<file path="src/flb_lock_ctrl_dummy_guard.sv">
`default_nettype none
`default_nettype wire

</file>
<file path="src/flb_pkg.sv">
// Purpose: Shared constants and carrier types for the flash lock controller.
// Assumes: 16-bit flash data bus, 22-bit word address, 25 MHz clock.
// Notes: Register offsets are byte addresses on the software port.
`default_nettype none

package flb_pkg;

  ////////////////////////////////////////////////////////////////////////////////
  // Clock and bus cycle timing.
  localparam int CLK_MHZ = 25;
  localparam int T_STROBE_NS = 60;
  localparam int T_READ_NS = 100;
  localparam int STROBE_CYC = (T_STROBE_NS * CLK_MHZ + 999) / 1000;
  localparam int READ_CYC = (T_READ_NS * CLK_MHZ + 999) / 1000;
  localparam logic [3:0] STROBE_CNT = 4'(STROBE_CYC);
  localparam logic [3:0] READ_CNT = 4'(READ_CYC);
  localparam logic [11:0] POLL_LIMIT = 12'hfff;

  ////////////////////////////////////////////////////////////////////////////////
  // Flash command codes.
  localparam logic [15:0] FC_LOCK_SETUP = 16'h0060;
  localparam logic [15:0] FC_LOCK = 16'h0001;
  localparam logic [15:0] FC_UNLOCK = 16'h00d0;
  localparam logic [15:0] FC_LOCKDOWN = 16'h002f;
  localparam logic [15:0] FC_READ_IDENT = 16'h0090;
  localparam logic [15:0] FC_READ_ARRAY = 16'h00ff;
  localparam logic [15:0] FC_OTP_SETUP = 16'h00c0;
  localparam logic [15:0] FC_SUSPEND = 16'h00b0;
  localparam logic [15:0] FC_RESUME = 16'h00d0;
  localparam logic [15:0] FC_READ_STATUS = 16'h0070;
  localparam logic [15:0] FC_CLEAR_STATUS = 16'h0050;
  localparam logic [15:0] OTP_LOCK_VALUE = 16'hfffd;
  localparam logic [21:0] LOCK_STATUS_OFS = 22'h000002;

  // Status word bit positions.
  localparam int SW_READY = 7;
  localparam int SW_ERASE_SUSP = 6;
  localparam int SW_ERASE_ERR = 5;
  localparam int SW_PROG_ERR = 4;
  localparam int SW_SUPPLY_ERR = 3;
  localparam int SW_LOCK_ERR = 1;

  // Protection register word address window.
  localparam logic [21:0] OTP_FIRST = 22'h000080;
  localparam logic [21:0] OTP_LAST = 22'h000088;

  ////////////////////////////////////////////////////////////////////////////////
  // Software register map and fields.
  localparam logic [7:0] REG_CTRL = 8'h00;
  localparam logic [7:0] REG_CMD = 8'h04;
  localparam logic [7:0] REG_ADDR = 8'h08;
  localparam logic [7:0] REG_DATA = 8'h0c;
  localparam logic [7:0] REG_STATUS = 8'h10;
  localparam logic [7:0] REG_RESULT = 8'h14;
  localparam int CTRL_RUN = 0;
  localparam int CTRL_PROTECT_HIGH = 1;
  localparam logic [1:0] CTRL_RESET = 2'h0;

  // Operation codes written to the command register.
  localparam logic [3:0] OP_LOCK = 4'h1;
  localparam logic [3:0] OP_UNLOCK = 4'h2;
  localparam logic [3:0] OP_LOCKDOWN = 4'h3;
  localparam logic [3:0] OP_LOCK_READ = 4'h4;
  localparam logic [3:0] OP_OTP_READ = 4'h5;
  localparam logic [3:0] OP_OTP_PROG = 4'h6;
  localparam logic [3:0] OP_OTP_LOCK = 4'h7;
  localparam logic [3:0] OP_SUSPEND = 4'h8;
  localparam logic [3:0] OP_RESUME = 4'h9;
  localparam logic [3:0] OP_STATUS = 4'ha;
  localparam logic [3:0] OP_CLEAR = 4'hb;
  localparam logic [3:0] OP_LAST = 4'hb;

  // Step kinds of an operation's script.
  localparam logic [1:0] SK_END = 2'h0;
  localparam logic [1:0] SK_WRITE = 2'h1;
  localparam logic [1:0] SK_READ = 2'h2;
  localparam logic [1:0] SK_POLL = 2'h3;

  ////////////////////////////////////////////////////////////////////////////////
  // Carrier types.
  typedef struct packed {
    logic [21:0] addr;
    logic [15:0] dqOut;
    logic dqOe;
    logic ceN;
    logic weN;
    logic oeN;
  } flb_pins_type;

  typedef struct packed {
    logic [1:0] kind;
    logic addrPlus2;
    logic useData;
    logic [15:0] code;
  } flb_step_type;

endpackage : flb_pkg

`default_nettype wire

</file>
<file path="src/flb_bus_cycle.sv">
// Purpose: Performs one asynchronous flash write or read cycle on the pins.
// Assumes: Start is only raised while the engine is idle.
// Notes: All pin outputs come from flip-flops; done is a one-cycle pulse.
`default_nettype none

module flb_bus_cycle (
  // Clock and reset
  input wire logic clk,
  input wire logic nrst,
  // Request
  input wire logic start,
  input wire logic isRead,
  input wire logic [21:0] addr,
  input wire logic [15:0] data,
  // Answer
  output logic done,
  output logic [15:0] rdData,
  // Flash pins
  output flb_pkg::flb_pins_type pins,
  input wire logic [15:0] dqIn
);

  typedef enum logic [1:0] {CY_IDLE, CY_SETUP, CY_STROBE, CY_HOLD} flb_cycle_type;

  flb_cycle_type state_reg, state_next;
  logic [3:0] cnt_reg, cnt_next;
  logic rd_reg, rd_next;
  logic done_reg, done_next;
  logic [15:0] rdData_reg, rdData_next;
  flb_pkg::flb_pins_type pins_reg, pins_next;

  always_comb
  begin
    state_next = state_reg;
    cnt_next = cnt_reg;
    rd_next = rd_reg;
    done_next = 1'b0;
    rdData_next = rdData_reg;
    pins_next = pins_reg;
    case (state_reg)
      CY_IDLE:
      begin
        if (start)
        begin
          rd_next = isRead;
          pins_next.addr = addr;
          pins_next.dqOut = data;
          pins_next.dqOe = !isRead;
          pins_next.ceN = 1'b0;
          state_next = CY_SETUP;
        end
      end
      CY_SETUP:
      begin
        pins_next.weN = rd_reg;
        pins_next.oeN = !rd_reg;
        cnt_next = rd_reg ? flb_pkg::READ_CNT : flb_pkg::STROBE_CNT;
        state_next = CY_STROBE;
      end
      CY_STROBE:
      begin
        cnt_next = cnt_reg - 4'h1;
        if (cnt_reg == 4'h1)
        begin
          // Sampling on the last low cycle gives the full access time.
          if (rd_reg)
          begin
            rdData_next = dqIn;
          end
          pins_next.weN = 1'b1;
          pins_next.oeN = 1'b1;
          state_next = CY_HOLD;
        end
      end
      CY_HOLD:
      begin
        pins_next.ceN = 1'b1;
        pins_next.dqOe = 1'b0;
        done_next = 1'b1;
        state_next = CY_IDLE;
      end
      default:
      begin
        state_next = CY_IDLE;
      end
    endcase
  end

  always_ff @(posedge clk or negedge nrst)
  begin
    if (!nrst)
    begin
      state_reg <= CY_IDLE;
      cnt_reg <= 4'h0;
      rd_reg <= 1'b0;
      done_reg <= 1'b0;
      rdData_reg <= 16'h0000;
      pins_reg <= '{addr: 22'h000000, dqOut: 16'h0000, dqOe: 1'b0,
                    ceN: 1'b1, weN: 1'b1, oeN: 1'b1};
    end
    else
    begin
      state_reg <= state_next;
      cnt_reg <= cnt_next;
      rd_reg <= rd_next;
      done_reg <= done_next;
      rdData_reg <= rdData_next;
      pins_reg <= pins_next;
    end
  end

  assign done = done_reg;
  assign rdData = rdData_reg;
  assign pins = pins_reg;
endmodule // flb_bus_cycle

`default_nettype wire

</file>
<file path="src/flb_lock_ctrl.sv">
// Purpose: Host controller that scripts lock, identifier and protection commands.
// Assumes: Flash pins are sampled synchronously; software uses the plain port.
// Notes: One operation runs at a time; commands written while busy are dropped without setting the refused flag.
`default_nettype none

module flb_lock_ctrl (
  // Clock and reset
  input wire logic clk,
  input wire logic nrst,
  // Software register port
  input wire logic [7:0] regAddr,
  input wire logic [31:0] regWrData,
  input wire logic regWr,
  input wire logic regRd,
  output logic [31:0] regRdData,
  // Flash pins
  output flb_pkg::flb_pins_type flashPins,
  input wire logic [15:0] flashDqIn,
  output logic flashRstN,
  output logic flashProtectN
);

  ////////////////////////////////////////////////////////////////////////////////
  // Reset release.
  logic [1:0] rstPipe_reg;
  logic rstSync;

  always_ff @(posedge clk or negedge nrst)
  begin
    if (!nrst)
    begin
      rstPipe_reg <= 2'h0;
    end
    else
    begin
      rstPipe_reg <= {rstPipe_reg[0], 1'b1};
    end
  end

  assign rstSync = rstPipe_reg[1];

  ////////////////////////////////////////////////////////////////////////////////
  // Operation scripts.
  function automatic flb_pkg::flb_step_type stepOf(input logic [3:0] op, input logic [1:0] idx);
    flb_pkg::flb_step_type s;
    s = '{kind: flb_pkg::SK_END, addrPlus2: 1'b0, useData: 1'b0, code: 16'h0000};
    case (op)
      flb_pkg::OP_LOCK, flb_pkg::OP_UNLOCK, flb_pkg::OP_LOCKDOWN:
      begin
        if (idx == 2'h0)
        begin
          s.kind = flb_pkg::SK_WRITE;
          s.code = flb_pkg::FC_LOCK_SETUP;
        end
        else if (idx == 2'h1)
        begin
          s.kind = flb_pkg::SK_WRITE;
          s.code = (op == flb_pkg::OP_LOCK) ? flb_pkg::FC_LOCK :
                   (op == flb_pkg::OP_UNLOCK) ? flb_pkg::FC_UNLOCK :
                   flb_pkg::FC_LOCKDOWN;
        end
      end
      flb_pkg::OP_LOCK_READ, flb_pkg::OP_OTP_READ:
      begin
        if (idx == 2'h0)
        begin
          s.kind = flb_pkg::SK_WRITE;
          s.code = flb_pkg::FC_READ_IDENT;
        end
        else if (idx == 2'h1)
        begin
          s.kind = flb_pkg::SK_READ;
          s.addrPlus2 = (op == flb_pkg::OP_LOCK_READ);
        end
        else if (idx == 2'h2)
        begin
          s.kind = flb_pkg::SK_WRITE;
          s.code = flb_pkg::FC_READ_ARRAY;
        end
      end
      flb_pkg::OP_OTP_PROG, flb_pkg::OP_OTP_LOCK:
      begin
        if (idx == 2'h0)
        begin
          s.kind = flb_pkg::SK_WRITE;
          s.code = flb_pkg::FC_OTP_SETUP;
        end
        else if (idx == 2'h1)
        begin
          s.kind = flb_pkg::SK_WRITE;
          s.useData = (op == flb_pkg::OP_OTP_PROG);
          s.code = flb_pkg::OTP_LOCK_VALUE;
        end
        else if (idx == 2'h2)
        begin
          s.kind = flb_pkg::SK_POLL;
        end
        else
        begin
          s.kind = flb_pkg::SK_WRITE;
          s.code = flb_pkg::FC_READ_ARRAY;
        end
      end
      flb_pkg::OP_SUSPEND, flb_pkg::OP_STATUS:
      begin
        if (idx == 2'h0)
        begin
          s.kind = flb_pkg::SK_WRITE;
          s.code = (op == flb_pkg::OP_SUSPEND) ? flb_pkg::FC_SUSPEND :
                   flb_pkg::FC_READ_STATUS;
        end
        else if (idx == 2'h1)
        begin
          s.kind = flb_pkg::SK_POLL;
        end
      end
      flb_pkg::OP_RESUME, flb_pkg::OP_CLEAR:
      begin
        if (idx == 2'h0)
        begin
          s.kind = flb_pkg::SK_WRITE;
          s.code = (op == flb_pkg::OP_RESUME) ? flb_pkg::FC_RESUME :
                   flb_pkg::FC_CLEAR_STATUS;
        end
      end
      default:
      begin
        s.kind = flb_pkg::SK_END;
      end
    endcase
    return s;
  endfunction

  ////////////////////////////////////////////////////////////////////////////////
  // Sequencer and registers.
  typedef enum logic [1:0] {SQ_IDLE, SQ_START, SQ_WAIT} flb_seq_type;

  flb_seq_type state_reg, state_next;
  logic [3:0] op_reg, op_next;
  logic [1:0] idx_reg, idx_next;
  logic [11:0] poll_reg, poll_next;
  logic [1:0] ctrl_reg, ctrl_next;
  logic [21:0] addr_reg, addr_next;
  logic [15:0] data_reg, data_next;
  logic [15:0] result_reg, result_next;
  logic [7:0] status_reg, status_next;
  logic refused_reg, refused_next;
  logic timeout_reg, timeout_next;
  logic suspended_reg, suspended_next;
  logic [31:0] rdData_reg, rdData_next;
  flb_pkg::flb_step_type step;
  logic engStart, engRead, engDone;
  logic [21:0] engAddr;
  logic [15:0] engData, engRdData;
  logic cmdWrite, otpOp, rangeOk, lockOp;

  assign step = stepOf(op_reg, idx_reg);
  assign engStart = (state_reg == SQ_START) && (step.kind != flb_pkg::SK_END);
  assign engRead = (step.kind == flb_pkg::SK_READ) || (step.kind == flb_pkg::SK_POLL);
  assign engAddr = step.addrPlus2 ? addr_reg + flb_pkg::LOCK_STATUS_OFS : addr_reg;
  assign engData = step.useData ? data_reg : step.code;
  assign cmdWrite = regWr && (regAddr == flb_pkg::REG_CMD);
  assign otpOp = (regWrData[3:0] == flb_pkg::OP_OTP_PROG) ||
                 (regWrData[3:0] == flb_pkg::OP_OTP_LOCK);
  assign rangeOk = (addr_reg >= flb_pkg::OTP_FIRST) && (addr_reg <= flb_pkg::OTP_LAST);
  assign lockOp = (regWrData[3:0] >= flb_pkg::OP_LOCK) &&
                  (regWrData[3:0] <= flb_pkg::OP_LOCKDOWN);

  always_comb
  begin
    state_next = state_reg;
    op_next = op_reg;
    idx_next = idx_reg;
    poll_next = poll_reg;
    status_next = status_reg;
    result_next = result_reg;
    refused_next = refused_reg;
    timeout_next = timeout_reg;
    suspended_next = suspended_reg;
    case (state_reg)
      SQ_IDLE:
      begin
        if (cmdWrite)
        begin
          // Out-of-window protection writes are refused and never reach the device.
          if (regWrData[3:0] == 4'h0 || regWrData[3:0] > flb_pkg::OP_LAST ||
              (otpOp && !rangeOk) || !ctrl_reg[flb_pkg::CTRL_RUN])
          begin
            refused_next = 1'b1;
          end
          else
          begin
            op_next = regWrData[3:0];
            idx_next = 2'h0;
            poll_next = 12'h000;
            refused_next = 1'b0;
            timeout_next = 1'b0;
            state_next = SQ_START;
            // Locking keeps a suspended erase suspended until resume is sent.
            if (lockOp && suspended_reg)
            begin
              suspended_next = 1'b1;
            end
          end
        end
      end
      SQ_START:
      begin
        state_next = (step.kind == flb_pkg::SK_END) ? SQ_IDLE : SQ_WAIT;
        if (step.kind == flb_pkg::SK_END && op_reg == flb_pkg::OP_RESUME)
        begin
          suspended_next = 1'b0;
        end
      end
      SQ_WAIT:
      begin
        if (engDone)
        begin
          // Four-step scripts end here, because the step index would wrap to the first step.
          state_next = (idx_reg == 2'h3) ? SQ_IDLE : SQ_START;
          idx_next = idx_reg + 2'h1;
          if (step.kind == flb_pkg::SK_READ)
          begin
            result_next = engRdData;
          end
          else if (step.kind == flb_pkg::SK_POLL)
          begin
            status_next = engRdData[7:0];
            if (!engRdData[flb_pkg::SW_READY] && poll_reg != flb_pkg::POLL_LIMIT)
            begin
              poll_next = poll_reg + 12'h001;
              idx_next = idx_reg;
            end
            else
            begin
              timeout_next = !engRdData[flb_pkg::SW_READY];
              if (op_reg == flb_pkg::OP_SUSPEND)
              begin
                suspended_next = engRdData[flb_pkg::SW_ERASE_SUSP];
              end
            end
          end
        end
      end
      default:
      begin
        state_next = SQ_IDLE;
      end
    endcase
  end

  always_comb
  begin
    ctrl_next = ctrl_reg;
    addr_next = addr_reg;
    data_next = data_reg;
    rdData_next = 32'h00000000;
    if (regWr && regAddr == flb_pkg::REG_CTRL)
    begin
      ctrl_next = regWrData[1:0];
    end
    if (regWr && regAddr == flb_pkg::REG_ADDR && state_reg == SQ_IDLE)
    begin
      addr_next = regWrData[21:0];
    end
    if (regWr && regAddr == flb_pkg::REG_DATA && state_reg == SQ_IDLE)
    begin
      data_next = regWrData[15:0];
    end
    if (regRd)
    begin
      case (regAddr)
        flb_pkg::REG_CTRL: rdData_next = {30'h00000000, ctrl_reg};
        flb_pkg::REG_CMD: rdData_next = {28'h0000000, op_reg};
        flb_pkg::REG_ADDR: rdData_next = {10'h000, addr_reg};
        flb_pkg::REG_DATA: rdData_next = {16'h0000, data_reg};
        flb_pkg::REG_STATUS:
        begin
          rdData_next = {16'h0000, status_reg, 1'b0,
                         status_reg[flb_pkg::SW_SUPPLY_ERR],
            status_reg[flb_pkg::SW_PROG_ERR] & status_reg[flb_pkg::SW_LOCK_ERR],
            status_reg[flb_pkg::SW_PROG_ERR] & status_reg[flb_pkg::SW_ERASE_ERR],
                         suspended_reg, timeout_reg, refused_reg, state_reg != SQ_IDLE};
        end
        flb_pkg::REG_RESULT:
        begin
          rdData_next = (op_reg == flb_pkg::OP_LOCK_READ) ?
                        {30'h00000000, result_reg[1:0]} : {16'h0000, result_reg};
        end
        default: rdData_next = 32'h00000000;
      endcase
    end
  end

  always_ff @(posedge clk or negedge rstSync)
  begin
    if (!rstSync)
    begin
      state_reg <= SQ_IDLE;
      op_reg <= 4'h0;
      idx_reg <= 2'h0;
      poll_reg <= 12'h000;
      ctrl_reg <= flb_pkg::CTRL_RESET;
      addr_reg <= 22'h000000;
      data_reg <= 16'h0000;
      result_reg <= 16'h0000;
      status_reg <= 8'h00;
      refused_reg <= 1'b0;
      timeout_reg <= 1'b0;
      suspended_reg <= 1'b0;
      rdData_reg <= 32'h00000000;
      flashRstN <= 1'b0;
      flashProtectN <= 1'b0;
    end
    else
    begin
      state_reg <= state_next;
      op_reg <= op_next;
      idx_reg <= idx_next;
      poll_reg <= poll_next;
      ctrl_reg <= ctrl_next;
      addr_reg <= addr_next;
      data_reg <= data_next;
      result_reg <= result_next;
      status_reg <= status_next;
      refused_reg <= refused_next;
      timeout_reg <= timeout_next;
      suspended_reg <= suspended_next;
      rdData_reg <= rdData_next;
      flashRstN <= ctrl_next[flb_pkg::CTRL_RUN];
      flashProtectN <= ctrl_next[flb_pkg::CTRL_PROTECT_HIGH];
    end
  end

  assign regRdData = rdData_reg;

  flb_bus_cycle u_cycle (
    .clk(clk),
    .nrst(rstSync),
    .start(engStart),
    .isRead(engRead),
    .addr(engAddr),
    .data(engData),
    .done(engDone),
    .rdData(engRdData),
    .pins(flashPins),
    .dqIn(flashDqIn)
  );

  logic wrStart;
  assign wrStart = engStart && !engRead;
endmodule // flb_lock_ctrl

`default_nettype wire

</file>
<file path="config.mk">
export PLATFORM = sky130hd
export DESIGN_NAME = flb_lock_ctrl
export DESIGN_NICKNAME = d
export VERILOG_FILES = /design/src/flb_lock_ctrl_dummy_guard.sv /design/src/flb_pkg.sv /design/src/flb_bus_cycle.sv /design/src/flb_lock_ctrl.sv
export SDC_FILE = /design/constraint.sdc
export NUM_CORES = 1
export LEC_CHECK = 0
export BUFFER_PORTS_ARGS = -buffer_cell sky130_fd_sc_hd__buf_4
export CORE_ASPECT_RATIO = 1.25
export CORE_MARGIN = 8
export CORE_UTILIZATION = 25
export DETAILED_ROUTE_END_ITERATION = 8
export PLACE_DENSITY = 0.5
export SYNTH_ARGS = -nofsm -noshare
export SYNTH_HDL_FRONTEND = slang
export SYNTH_SLANG_ARGS = --single-unit
</file>
<file path="constraint.sdc">
create_clock -name clk -period 9.4 [get_ports clk]
set_clock_uncertainty 0.1 [all_clocks]
set_input_delay 1.88 -clock clk [delete_from_list [all_inputs] [get_ports clk]]
set_output_delay 1.88 -clock clk [all_outputs]
set_load 0.05 [all_outputs]
</file>
==> key figures, run 1 <==
Clocking
  • Post-cts sizing count: 0
  • Hold Buf Count CTS: 0
  • CTS Buf Count: 17
  • H-tree lvl count: 4
  • Clock root cell: clkbuf_16
  • Reg clk slew, reported paths: 0.08 ns
  • Clock Path Buffers: 2
  • Clk_lat worst skew: approximately 0.44 ns
  • CTS Sinks: 177
  • Post-CTS setup buffers: 0
  • CTS tree: yes

Routing
  • Total Wirelength: ~24,000 um
  • Drt via density: 4.719
  • Wire per inst: 18.02 um
  • Detailed Routing Iterations Pass 1: 5
  • ANT nets after route: 0
  • Number of DRC markers in iteration 0: 542
  • Via total after detailed routing: 6,267
  • DR DRC count: 0

Logic synthesis
  • Cells after Synth: slightly below 800
  • Yosys top cell by area: dfrtp_1
  • Share of the synthesized area in the top cell type: 51.37%
  • Top cells by count, synth: dfrtp_1 (174), nand2_1 (89), mux2_2 (80)
  • Synth Cell Area: 8477 um2
  • Seq/Total Area, Yosys: 52.30%
  • Top post-synthesis cells by area: dfrtp_1 (51%), mux2_2 (11%), nand2_1 (3.9%), o21ai_0 (3.7%), ha_1 (2.7%)
  • Async SR Flop Fraction: 100.0%
  • Synth Register Bits: 177
  • Post-synth EDFFs: 0
  • Total of warnings raised by yosys: 0
  • Syn Area/Cell: 10.72 um2
  • Ys flop type: dfrtp_1
  • Most frequent cell after synthesis: dfrtp_1
  • Cell variety after synth: 65

STA
  • Slew @ Worst Pin: 0.9912 ns
  • Setup Viol. Count Final: 0
  • Slew Limit Headroom: 33.68%
  • Hold slack: approximately 0.24 ns
  • Final period util: 48.44%
  • RSZ-0062 raised after global routing: false
  • Final min period: 4.553 ns
  • Final Hold Vio Count: 0
  • Final count of pins violating max slew: 0
  • Total negative setup slack: 0 ns
  • F_max: 0.2196 GHz

Global routing
  • Vias in the first global route: ~6,400
  • Grt total ovfl: 0
  • First-pass GRT wire length: 37,420 um
  • Pin count of the biggest net entering global routing: 78
  • Gr usage total: 11.94%
  • Initial antenna violation count: 2

Cells and area
  • Largest register FFs: 42
  • Nets@finish: 969
  • # fillers: 3,493
  • Layout cell share with drive strength beyond 1: 27.77%
  • Final Core Density: 30.86%
  • Layout area overhead: 21.95%

Power
  • P_leak: 4.614 nW
  • PwrDens: 155.1 nW/um2
  • Maximum VDD drop: 0.00007779 V
  • Overall Power: 1.603 mW

Critical path
  • Arrival @ worst endpoint: 4.76 ns
  • Crit-path max FO: 17
  • Worst EP required: slightly below 10 ns
  • R2R Path Start: op_reg[1]
  • Startpoint Class: primary input
  • Worst Path Class, Setup: in2reg
  • Origin of the worst setup path: regAddr[1]
  • Critical path endpoint category: flip-flop

Status
  • Outcome: complete, no violations

Placed design
  • Port Buffer Count: 115
  • Post-DP HPWL: ~18,000 um
  • Final GP Congestion: 0.8127

Job
  • MaxCap Viol Count: 0

Floorplanning
  • Chip Width: 180.7 um
  • Boundary pin count: 136
  • Die Area: 40,090 um2
  • Row count: 75
  • Chip height: roughly 220 um
  • Core box area: between 30,000 and 40,000 um2
  • Initial Util: 25.30%

Hold path
  • HP Class: reg2async
-- area by class of cell --
| class | count | area (um2) | share of cell area, % |
|---|---|---|---|
| Inverter | 21 | 78.83 | 0.7625 |
| Sequential cell | 177 | 4437 | 42.92 |
| Clock buffer | 17 | 425.4 | 4.115 |
| Tap cell | 423 | 529.3 | 5.120 |
| Multi-Input combinational cell | 551 | 3746 | 36.24 |
| Timing Repair Buffer | 123 | 923.4 | 8.932 |
| Antenna cell | 1 | 2.502 | 0.02421 |
| Clock inverter | 15 | 195.2 | 1.888 |
-- routing by layer --
metal	global-route usage [%]	part of all wire, %
met1	15.42	46
met2	19.31	47
met3	2.279	4.4
met4	4.915	2.0
met5	0	0.054
-- final timing paths --
kind                                           end  slack (ns)  cells past startpoint
worst max-delay path                   data_reg[6]        4.85                      6
worst min-delay path            u_cycle.cnt_reg[0]        0.24                      0
worst max register to register    u_cycle.pins[20]        5.91                      6
worst min register to register  u_cycle.cnt_reg[0]        0.24                      0
max in group asynchronous         u_cycle.pins[28]        6.82                      2
min in group clk                    rstPipe_reg[1]        0.26                      0
-- cell families (layout without fill, tap and decap cells) --
| kind of cell | count (synthesis) | in the layout | share of synthesized area (%) |
|---|---|---|---|
| AOI/OAI and AO/OA | 181 | 181 | 13.54 |
| buffers and inverters | 72 | 176 | 3.971 |
| adders and majority gates | 18 | 18 | 2.657 |
| muxes | 83 | 83 | 10.98 |
| other | 2 | 12 | 0.08859 |
| xor gates and xnor gates | 27 | 27 | 2.790 |
| and+or+nand+nor | 231 | 231 | 13.68 |
| DFF | 177 | 177 | 52.30 |
-- where the power goes --
part	internal [mW]	switching [mW]	leakage [nW]
sequential	0.772	0.0193	2.36
clock	0.406	0.333	0.300
combinational	0.0286	0.0443	1.96
total	1.21	0.397	4.61
-- worst max-delay path, cell delays in order --
cell	delay, ns
buf_4	0.10
or3_1	0.43
or4_1	0.53
nor2_2	0.66
nand2_1	0.68
mux2_2	0.47
-- layout by cell type (no fill, tap or decap), types with 5 or more instances in the layout --
| master | count |
|---|---|
| and3_1 | 10 |
| nand3_1 | 26 |
| or4_1 | 5 |
| buf_4 | 123 |
| a211oi_1 | 6 |
| a22oi_1 | 28 |
| clkbuf_16 | 17 |
| inv_1 | 21 |
| nor4_1 | 10 |
| a21oi_1 | 31 |
| nor3_1 | 11 |
| mux2_2 | 80 |
| dfrtp_1 | 173 |
| nand2_1 | 89 |
| a31oi_1 | 9 |
| o21ai_0 | 62 |
| nor2b_1 | 5 |
| ha_1 | 18 |
| nand4_1 | 5 |
| conb_1 | 11 |
| and4_1 | 5 |
| xnor2_1 | 23 |
| nor2_1 | 37 |
-- per-stage QoR --
| step | setup WS [ns] | cells | area [um2] |
|---|---|---|---|
| 3_3_place_gp | 4.351 | 1295 | 9714 |
| 6_report | 4.847 | 1328 | 10340 |
| 2_1_floorplan | 4.008 | 800 | 8511 |
| 4_1_cts | 4.802 | 1327 | 10330 |
| 5_1_grt | 4.659 | 1328 | 10340 |
| 3_5_place_dp | 4.320 | 1295 | 9714 |
Power figures use the tool's default switching activity.
==> run 2: changes to the inputs <==
--- a/config.mk
+++ b/config.mk
@@ -5,12 +5,13 @@
 export SDC_FILE = /design/constraint.sdc
 export NUM_CORES = 1
 export LEC_CHECK = 0
+export ABC_AREA = 1
 export BUFFER_PORTS_ARGS = -buffer_cell sky130_fd_sc_hd__buf_4
 export CORE_ASPECT_RATIO = 1.25
 export CORE_MARGIN = 8
 export CORE_UTILIZATION = 25
 export DETAILED_ROUTE_END_ITERATION = 8
-export PLACE_DENSITY = 0.5
+export PLACE_DENSITY = 0.49
 export SYNTH_ARGS = -nofsm -noshare
 export SYNTH_HDL_FRONTEND = slang
 export SYNTH_SLANG_ARGS = --single-unit
==> constraint.sdc (replaced) <==
create_clock -name clk -period 4.4 [get_ports clk]
set_clock_uncertainty 0.1 [all_clocks]
set_input_delay 0.88 -clock clk [delete_from_list [all_inputs] [get_ports clk]]
set_output_delay 0.88 -clock clk [all_outputs]
set_load 0.05 [all_outputs]
==> run 2 against run 1 <==
Compared with the run above: first-iteration DRC count increased by 15%; hold slack got worse by 0.13 ns; sequential share of layout area down 2.4 points; clock-buffer cell count increased by 3; clock power is 120% higher; global-route usage increased by 0.72 points; cell count is 29% higher; critical path depth increased by 7; die area grew 6.4%; sequential power grew 110%; non-clock buffer count down 2; power increased by 110%; largest power group unchanged.
==> key figures, run 2 <==
Status
  • Outcome: complete, no violations

Global routing
  • Initial antenna violation count: 0
  • Grt total ovfl: 0
  • Pin count of the biggest net entering global routing: 83
  • First-pass GRT wire length: 43,010 um
  • Gr usage total: approximately an eighth
  • Vias in the first global route: 7,555

Routing
  • Wire per inst: 15.66 um
  • Detailed Routing Iterations Pass 1: 5
  • Number of DRC markers in iteration 0: 625
  • ANT nets after route: 0
  • Via total after detailed routing: 7,530
  • Drt via density: approximately 4.4
  • DR DRC count: 0
  • Total Wirelength: 26,880 um

Power
  • P_leak: between 5 and 6 nW
  • Overall Power: 3.445 mW
  • PwrDens: 314.9 nW/um2
  • Maximum VDD drop: 0.0002412 V

Critical path
  • Worst Path Class, Setup: reg2reg
  • CP Cell Sequence: inv_1 -> ha_1 -> inv_2 -> nand2_1 -> o21bai_1 -> nand3_2 -> nand2_1 -> nand2_2 -> nand3_4 -> buf_4 -> nor2_1 -> nand2_1 -> nand2_1
  • Startpoint Class: flip-flop
  • Flop2flop setup slack: 1.72 ns
  • Critical path's largest stage delay: ~0.46 ns
  • Cell count of the worst reg-to-reg path: 13
  • Critical path endpoint category: flip-flop
  • Worst EP required: 4.63 ns
  • Crit-path max FO: 53
  • Arrival @ worst endpoint: between 2 and 3 ns
  • Crit Reg-Reg Endpoint: u_cycle.pins[32]
  • Critical path's slowest cell: buf_4
  • R2R Path Start: idx_reg[0]
  • Most Frequent Cell on Critical Path: nand2_1
  • Origin of the worst setup path: idx_reg[0]

Logic synthesis
  • Async SR Flop Fraction: 100.0%
  • Top post-synthesis cells by area: dfrtp_1 (48%), nand2_1 (14%), inv_1 (4.6%), o21ai_0 (4.4%), nor2_1 (3.9%)
  • Synth Register Bits: 177
  • Total of warnings raised by yosys: 0
  • Yosys top cell by area: dfrtp_1
  • Syn Area/Cell: 8.065 um2
  • Ys flop type: dfrtp_1
  • Cells after Synth: 1,124
  • Most frequent cell after synthesis: nand2_1
  • Synth Cell Area: ~9100 um2
  • Seq/Total Area, Yosys: 48.90%
  • Share of the synthesized area in the top cell type: 48.03%
  • Cell variety after synth: 44
  • Post-synth EDFFs: 0
  • Top cells by count, synth: nand2_1 (349), dfrtp_1 (174), inv_1 (110)

Cells and area
  • Commonest non-fill, non-tap cell in the layout: nand2_1
  • Most frequent cells in the layout: nand2_1 (349), dfrtp_1 (173), buf_4 (120)
  • Nets@finish: 1,303
  • Final Core Density: 30.38%
  • Layout area overhead: 20.69%
  • Post-route cell area: 10,940 um2
  • # fillers: 3,884
  • Layout cell share with drive strength beyond 1: 16.73%
  • Inserted Diodes: 0
  • Largest register FFs: 42

Floorplanning
  • Chip Width: 186.3 um
  • Initial Util: 25.17%
  • Chip height: roughly 230 um
  • Row count: 78
  • Die Area: 42,650 um2
  • Core box area: 36,010 um2
  • Boundary pin count: 136

Clocking
  • CTS Buf Count: 17
  • Post-cts sizing count: 0
  • CTS Sinks: 177
  • CTS tree: yes
  • Clock root cell: clkbuf_16
  • Clk_lat worst skew: 0.43 ns
  • Hold Buf Count CTS: 0
  • Post-CTS setup buffers: 0
  • Reg clk slew, reported paths: 0.07 ns
  • Clock Path Buffers: 2
  • H-tree lvl count: 4

STA
  • Total negative setup slack: 0 ns
  • Slew @ Worst Pin: about 0.83 ns
  • Final min period: 2.680 ns
  • Hold slack: 0.1106 ns
  • Final period util: approximately three fifths
  • RSZ-0062 raised after global routing: false
  • Final Hold Vio Count: 0
  • Slew Limit Headroom: 44.18%
  • Final count of pins violating max slew: 0
  • Setup Viol. Count Final: 0
  • F_max: 0.3731 GHz

Placed design
  • Post-DP HPWL: 20,630 um
  • DP Area: 10,340 um2
  • Final GP Congestion: 0.8571
  • Port Buffer Count: ~120

Hold path
  • HP Class: in2async

Job
  • MaxCap Viol Count: 0
## run 2: how the worst max path moves through the flow
stage | to | slack (ns) | depth (start not counted)
2_1_floorplan | addr_reg[0] | 1.38 | 0
3_3_place_gp | regRdData[4] | 1.41 | 10
3_5_place_dp | regRdData[4] | 1.43 | 10
4_1_cts | u_cycle.pins[32] | 1.71 | 13
5_1_grt | result_reg[6] | 1.44 | 10
6_report | u_cycle.pins[32] | 1.72 | 13
## run 2: final cells by class
| class | count | area, um2 | share of cell area (%) |
|---|---|---|---|
| clock inverter | 11 | 153.9 | 1.407 |
| multi-input combinational | 789 | 3933 | 35.94 |
| clock buffer | 20 | 446.7 | 4.083 |
| tap | 480 | 600.6 | 5.489 |
| inverter | 119 | 449.2 | 4.106 |
| timing repair buffer | 121 | 920.9 | 8.417 |
| sequential | 177 | 4437 | 40.55 |
## run 2: logic make-up (layout without fill, tap and decap cells)
logic type,Yosys count,count (layout),share of synthesized area (%)
AOI/OAI and AO/OA,152,152,9.206
xor gates and xnor gates,17,17,1.642
adders and majority gates,18,18,2.485
buffers and inverters,167,271,8.088
DFF,177,177,48.90
muxes,25,25,2.954
other,2,11,0.08285
and+or+nand+nor,566,566,26.64
## run 2: power by group
part / switching (mW) / leakage, nW / internal (mW)
combinational: 0.103 / 2.78 / 0.0570
clock: 0.673 / 0.293 / 0.915
sequential: 0.0439 / 2.35 / 1.65
## run 2: critical path: cells and delay by family (launching register included)
family,cells,cell delay (ns)
buf+inv,3,0.70
flops,1,0.43
fa+ha+maj,1,0.31
simple gates,8,0.80
compound gates,1,0.21
## run 2: per-layer routing
layer,vias up,routed length (um),global-route usage [%]
met5,-,0,0
met4,0,420,3.933
met3,23,908,2.289
met2,159,13330,21.75
met1,3569,12230,15.83
li1,3779,-,-
## run 2: stage by stage
stage,std cells,setup slack (ns)
after detailed placement,1686,1.430
after global routing,1717,1.439
after floorplan,1133,1.379
after CTS,1717,1.713
after global placement,1686,1.414
final,1717,1.720
==> run 3: changes to the inputs <==
--- a/config.mk
+++ b/config.mk
@@ -11,7 +11,7 @@
 export CORE_MARGIN = 8
 export CORE_UTILIZATION = 25
 export DETAILED_ROUTE_END_ITERATION = 8
-export PLACE_DENSITY = 0.49
+export PLACE_DENSITY = 0.51
 export SYNTH_ARGS = -nofsm -noshare
 export SYNTH_HDL_FRONTEND = slang
 export SYNTH_SLANG_ARGS = --single-unit
==> constraint.sdc (replaced) <==
create_clock -name clk -period 2.3 [get_ports clk]
set_clock_uncertainty 0.1 [all_clocks]
set_input_delay 0.46 -clock clk [delete_from_list [all_inputs] [get_ports clk]]
set_output_delay 0.46 -clock clk [all_outputs]
set_load 0.05 [all_outputs]
==> run 3 against run 2 <==
Compared with the run above: cell area grew 7.2%; sequential cell count unchanged; register-to-register slack got worse by 1.6 ns; global-route usage grew 0.23 points; power rose by 94%; via count increased by 5.3%; non-clock buffer count increased by 59; clock power is 94% higher; fmax increased by 24%; sequential share of layout area fell by 2.7 points; worst setup slack got worse by 1.6 ns; critical path type unchanged.
==> key figures, run 3 (synthesis results as in run 2) <==
Critical path
  • Buf/Inv on CP: 4
  • Critical path endpoint category: flip-flop
  • Startpoint Class: flip-flop
  • R2R Path Start: idx_reg[0]
  • Crit-path max FO: 7
  • Critical path's largest stage delay: 0.45 ns
  • Delay-heaviest family, CP: buffers and inverters
  • Worst EP required: around 2.5 ns
  • Critical path's slowest cell: dfrtp_2
  • Flop2flop setup slack: approximately 0.14 ns
  • Crit Reg-Reg Endpoint: u_cycle.pins[8]
  • Arrival @ worst endpoint: 2.39 ns
  • CP Cell Sequence: inv_4 -> ha_4 -> inv_2 -> nand2_1 -> o21bai_1 -> nand3_4 -> nand2_2 -> nand2_2 -> nand3_4 -> buf_6 -> clkbuf_16 -> o21ai_1
  • Cell count of the worst reg-to-reg path: 12
  • Worst Path Class, Setup: reg2reg

Clocking
  • Clock Path Buffers: 2
  • CTS Sinks: roughly 180
  • Clk_lat worst skew: 0.45 ns
  • CTS tree: yes
  • Clock root cell: clkbuf_16
  • CTS Buf Count: 17
  • H-tree lvl count: 4
  • Reg clk slew, reported paths: 0.09 ns

Cells and area
  • Reg area: 4439 um2
  • Layout cell share with drive strength beyond 1: approximately 22%
  • Post-route cell area: 11,730 um2
  • Inserted Diodes: 0
  • Multi-input combinational cell area: 4020 um2
  • Nets@finish: between 1,000 and 1,500
  • Final Core Density: 32.57%
  • # fillers: about 3,800
  • Largest register FFs: 42
  • Commonest non-fill, non-tap cell in the layout: nand2_1
  • Most frequent cells in the layout: nand2_1 (347), dfrtp_1 (171), buf_4 (163)
  • Layout area overhead: 29.39%

STA
  • Final min period: 2.161 ns
  • Hold slack: 0.1321 ns
  • Final Hold Vio Count: 0
  • F_max: between 0.4 and 0.5 GHz
  • Final period util: 93.97%
  • Final count of pins violating max slew: 0
  • Setup Viol. Count Final: 0
  • Worst Setup Slack, final: 0.1387 ns

Power
  • Overall Power: 6.676 mW
  • PwrDens: 569.2 nW/um2
  • Switching Fraction: between 20% and 30%
  • Int Pwr: 4.816 mW
  • P_leak: 5.838 nW
  • Psw: 1.859 mW
  • Comb pwr share: between 5 and 6%
  • Seq pwr share: a little under 50%
  • Clock Power Share: 46.3%
  • Maximum VDD drop: 0.0003861 V

Hold path
  • Worst hold endpoint: u_cycle.rdData[0]
  • Hold depth: 2
  • HP Class: in2reg
  • Hold wc startpoint: flashDqIn[0]

Placed design
  • Post-DP HPWL: approximately 22,000 um
  • Port Buffer Count: about 120
  • DP Area: about 11,000 um2
  • DP Worst Slack: 0.01849 ns
  • Final GP Congestion: between 0.8 and 0.9

Routing
  • Via total after detailed routing: approximately 7,900
  • Total Wirelength: 29,250 um
  • Drt via density: 4.459
  • ANT nets after route: 0
  • Detailed Routing Iterations Pass 1: 6
  • Number of DRC markers in iteration 0: 611
  • Wire per inst: 16.44 um
  • DR DRC count: 0

Global routing
  • First-pass GRT wire length: 43,550 um
  • Pin count of the biggest net entering global routing: 54
  • Vias in the first global route: approximately 7,700
  • Initial antenna violation count: 0
  • Gr usage total: 12.88%
  • Grt total ovfl: 0

Floorplanning
  • Die Area: 42,650 um2
  • Chip Width: approximately 190 um
  • Chip height: 228.9 um
  • Boundary pin count: 136
  • Core box area: 36,010 um2
  • Initial Util: 25.17%
  • Row count: 78

Status
  • Outcome: complete, no violations

Job
  • MaxCap Viol Count: 0
run 3: changes by cell type in the layout (fill, tap and decap cells not counted), sizes merged:
| cell | before | now |
|---|---|---|
| dlygate4sd3 | 0 | 1 |
| clkinv | 4 | 8 |
| clkinvlp | 1 | 0 |
| buf | 121 | 176 |
| bufinv | 3 | 0 |
| inv | 122 | 128 |
run 3: worst max path at each step:
stage | to | depth (start not counted) | slack [ns] | startpoint
final | u_cycle.pins[8] | 12 | 0.14 | idx_reg[0]
after global routing | u_cycle.pins[2] | 13 | -0.02 | idx_reg[0]
after CTS | u_cycle.pins[32] | 11 | 0.04 | idx_reg[0]
after detailed placement | u_cycle.pins[34] | 12 | 0.02 | idx_reg[0]
after global placement | u_cycle.pins[3] | 10 | 0.02 | op_reg[3]
after floorplan | u_cycle.pins[10] | 13 | 0.34 | idx_reg[0]
run 3: area by class of cell:
type | count | area share [%]
Clock buffer | 17 | 3.627
Clock inverter | 15 | 1.803
Inverter | 119 | 3.958
Multi-Input combinational cell | 789 | 34.28
Sequential cell | 177 | 37.85
Tap cell | 480 | 5.121
Timing Repair Buffer | 180 | 13.22
Timing Repair inverter | 2 | 0.1493
run 3: repair_timing:
| item | 4_1_cts | 5_1_grt |
|---|---|---|
| gates resized for setup | 1 | 29 |
| hold endpoints to repair | 2 | 0 |
| endpoints found under the setup margin | 1 | 61 |
| pin swaps | 0 | 0 |
| hold buffers | 1 | 0 |
| cloned | 0 | 7 |
| setup buffers | 0 | 7 |
run 3: routing by layer:
layer / wire length [um] / global-route usage [%]
met3: 1194 / 2.686
met1: 12820 / 15.95
met2: 14800 / 22.37
met5: 0 / 0
met4: 444 / 3.357
run 3: power groups by stage:
stage / Sequential (mW) / Combinational [mW] / Clock (mW)
after floorplan: 3.30 / 0.163 / 0
after global placement: 3.28 / 0.367 / 0
after detailed placement: 3.28 / 0.370 / 0
after CTS: 3.22 / 0.372 / 3.17
after global routing: 3.23 / 0.404 / 3.29
final: 3.22 / 0.365 / 3.09
run 3: metrics by stage:
| step | cells | TNS, ns |
|---|---|---|
| 2_1_floorplan | 1133 | 0 |
| 5_1_grt | 1779 | -0.1430 |
| 3_3_place_gp | 1732 | 0 |
| 3_5_place_dp | 1732 | 0 |
| 4_1_cts | 1765 | 0 |
| 6_report | 1779 | 0 |
run 3: worst register-to-register path: stages (launching register included):
cell and delay (ns):
dfrtp_2 0.45, inv_4 0.07, ha_4 0.18, inv_2 0.06, nand2_1 0.06, o21bai_1 0.22, nand3_4 0.14, nand2_2 0.10
nand2_2 0.07, nand3_4 0.14, buf_6 0.19, clkbuf_16 0.19, o21ai_1 0.08
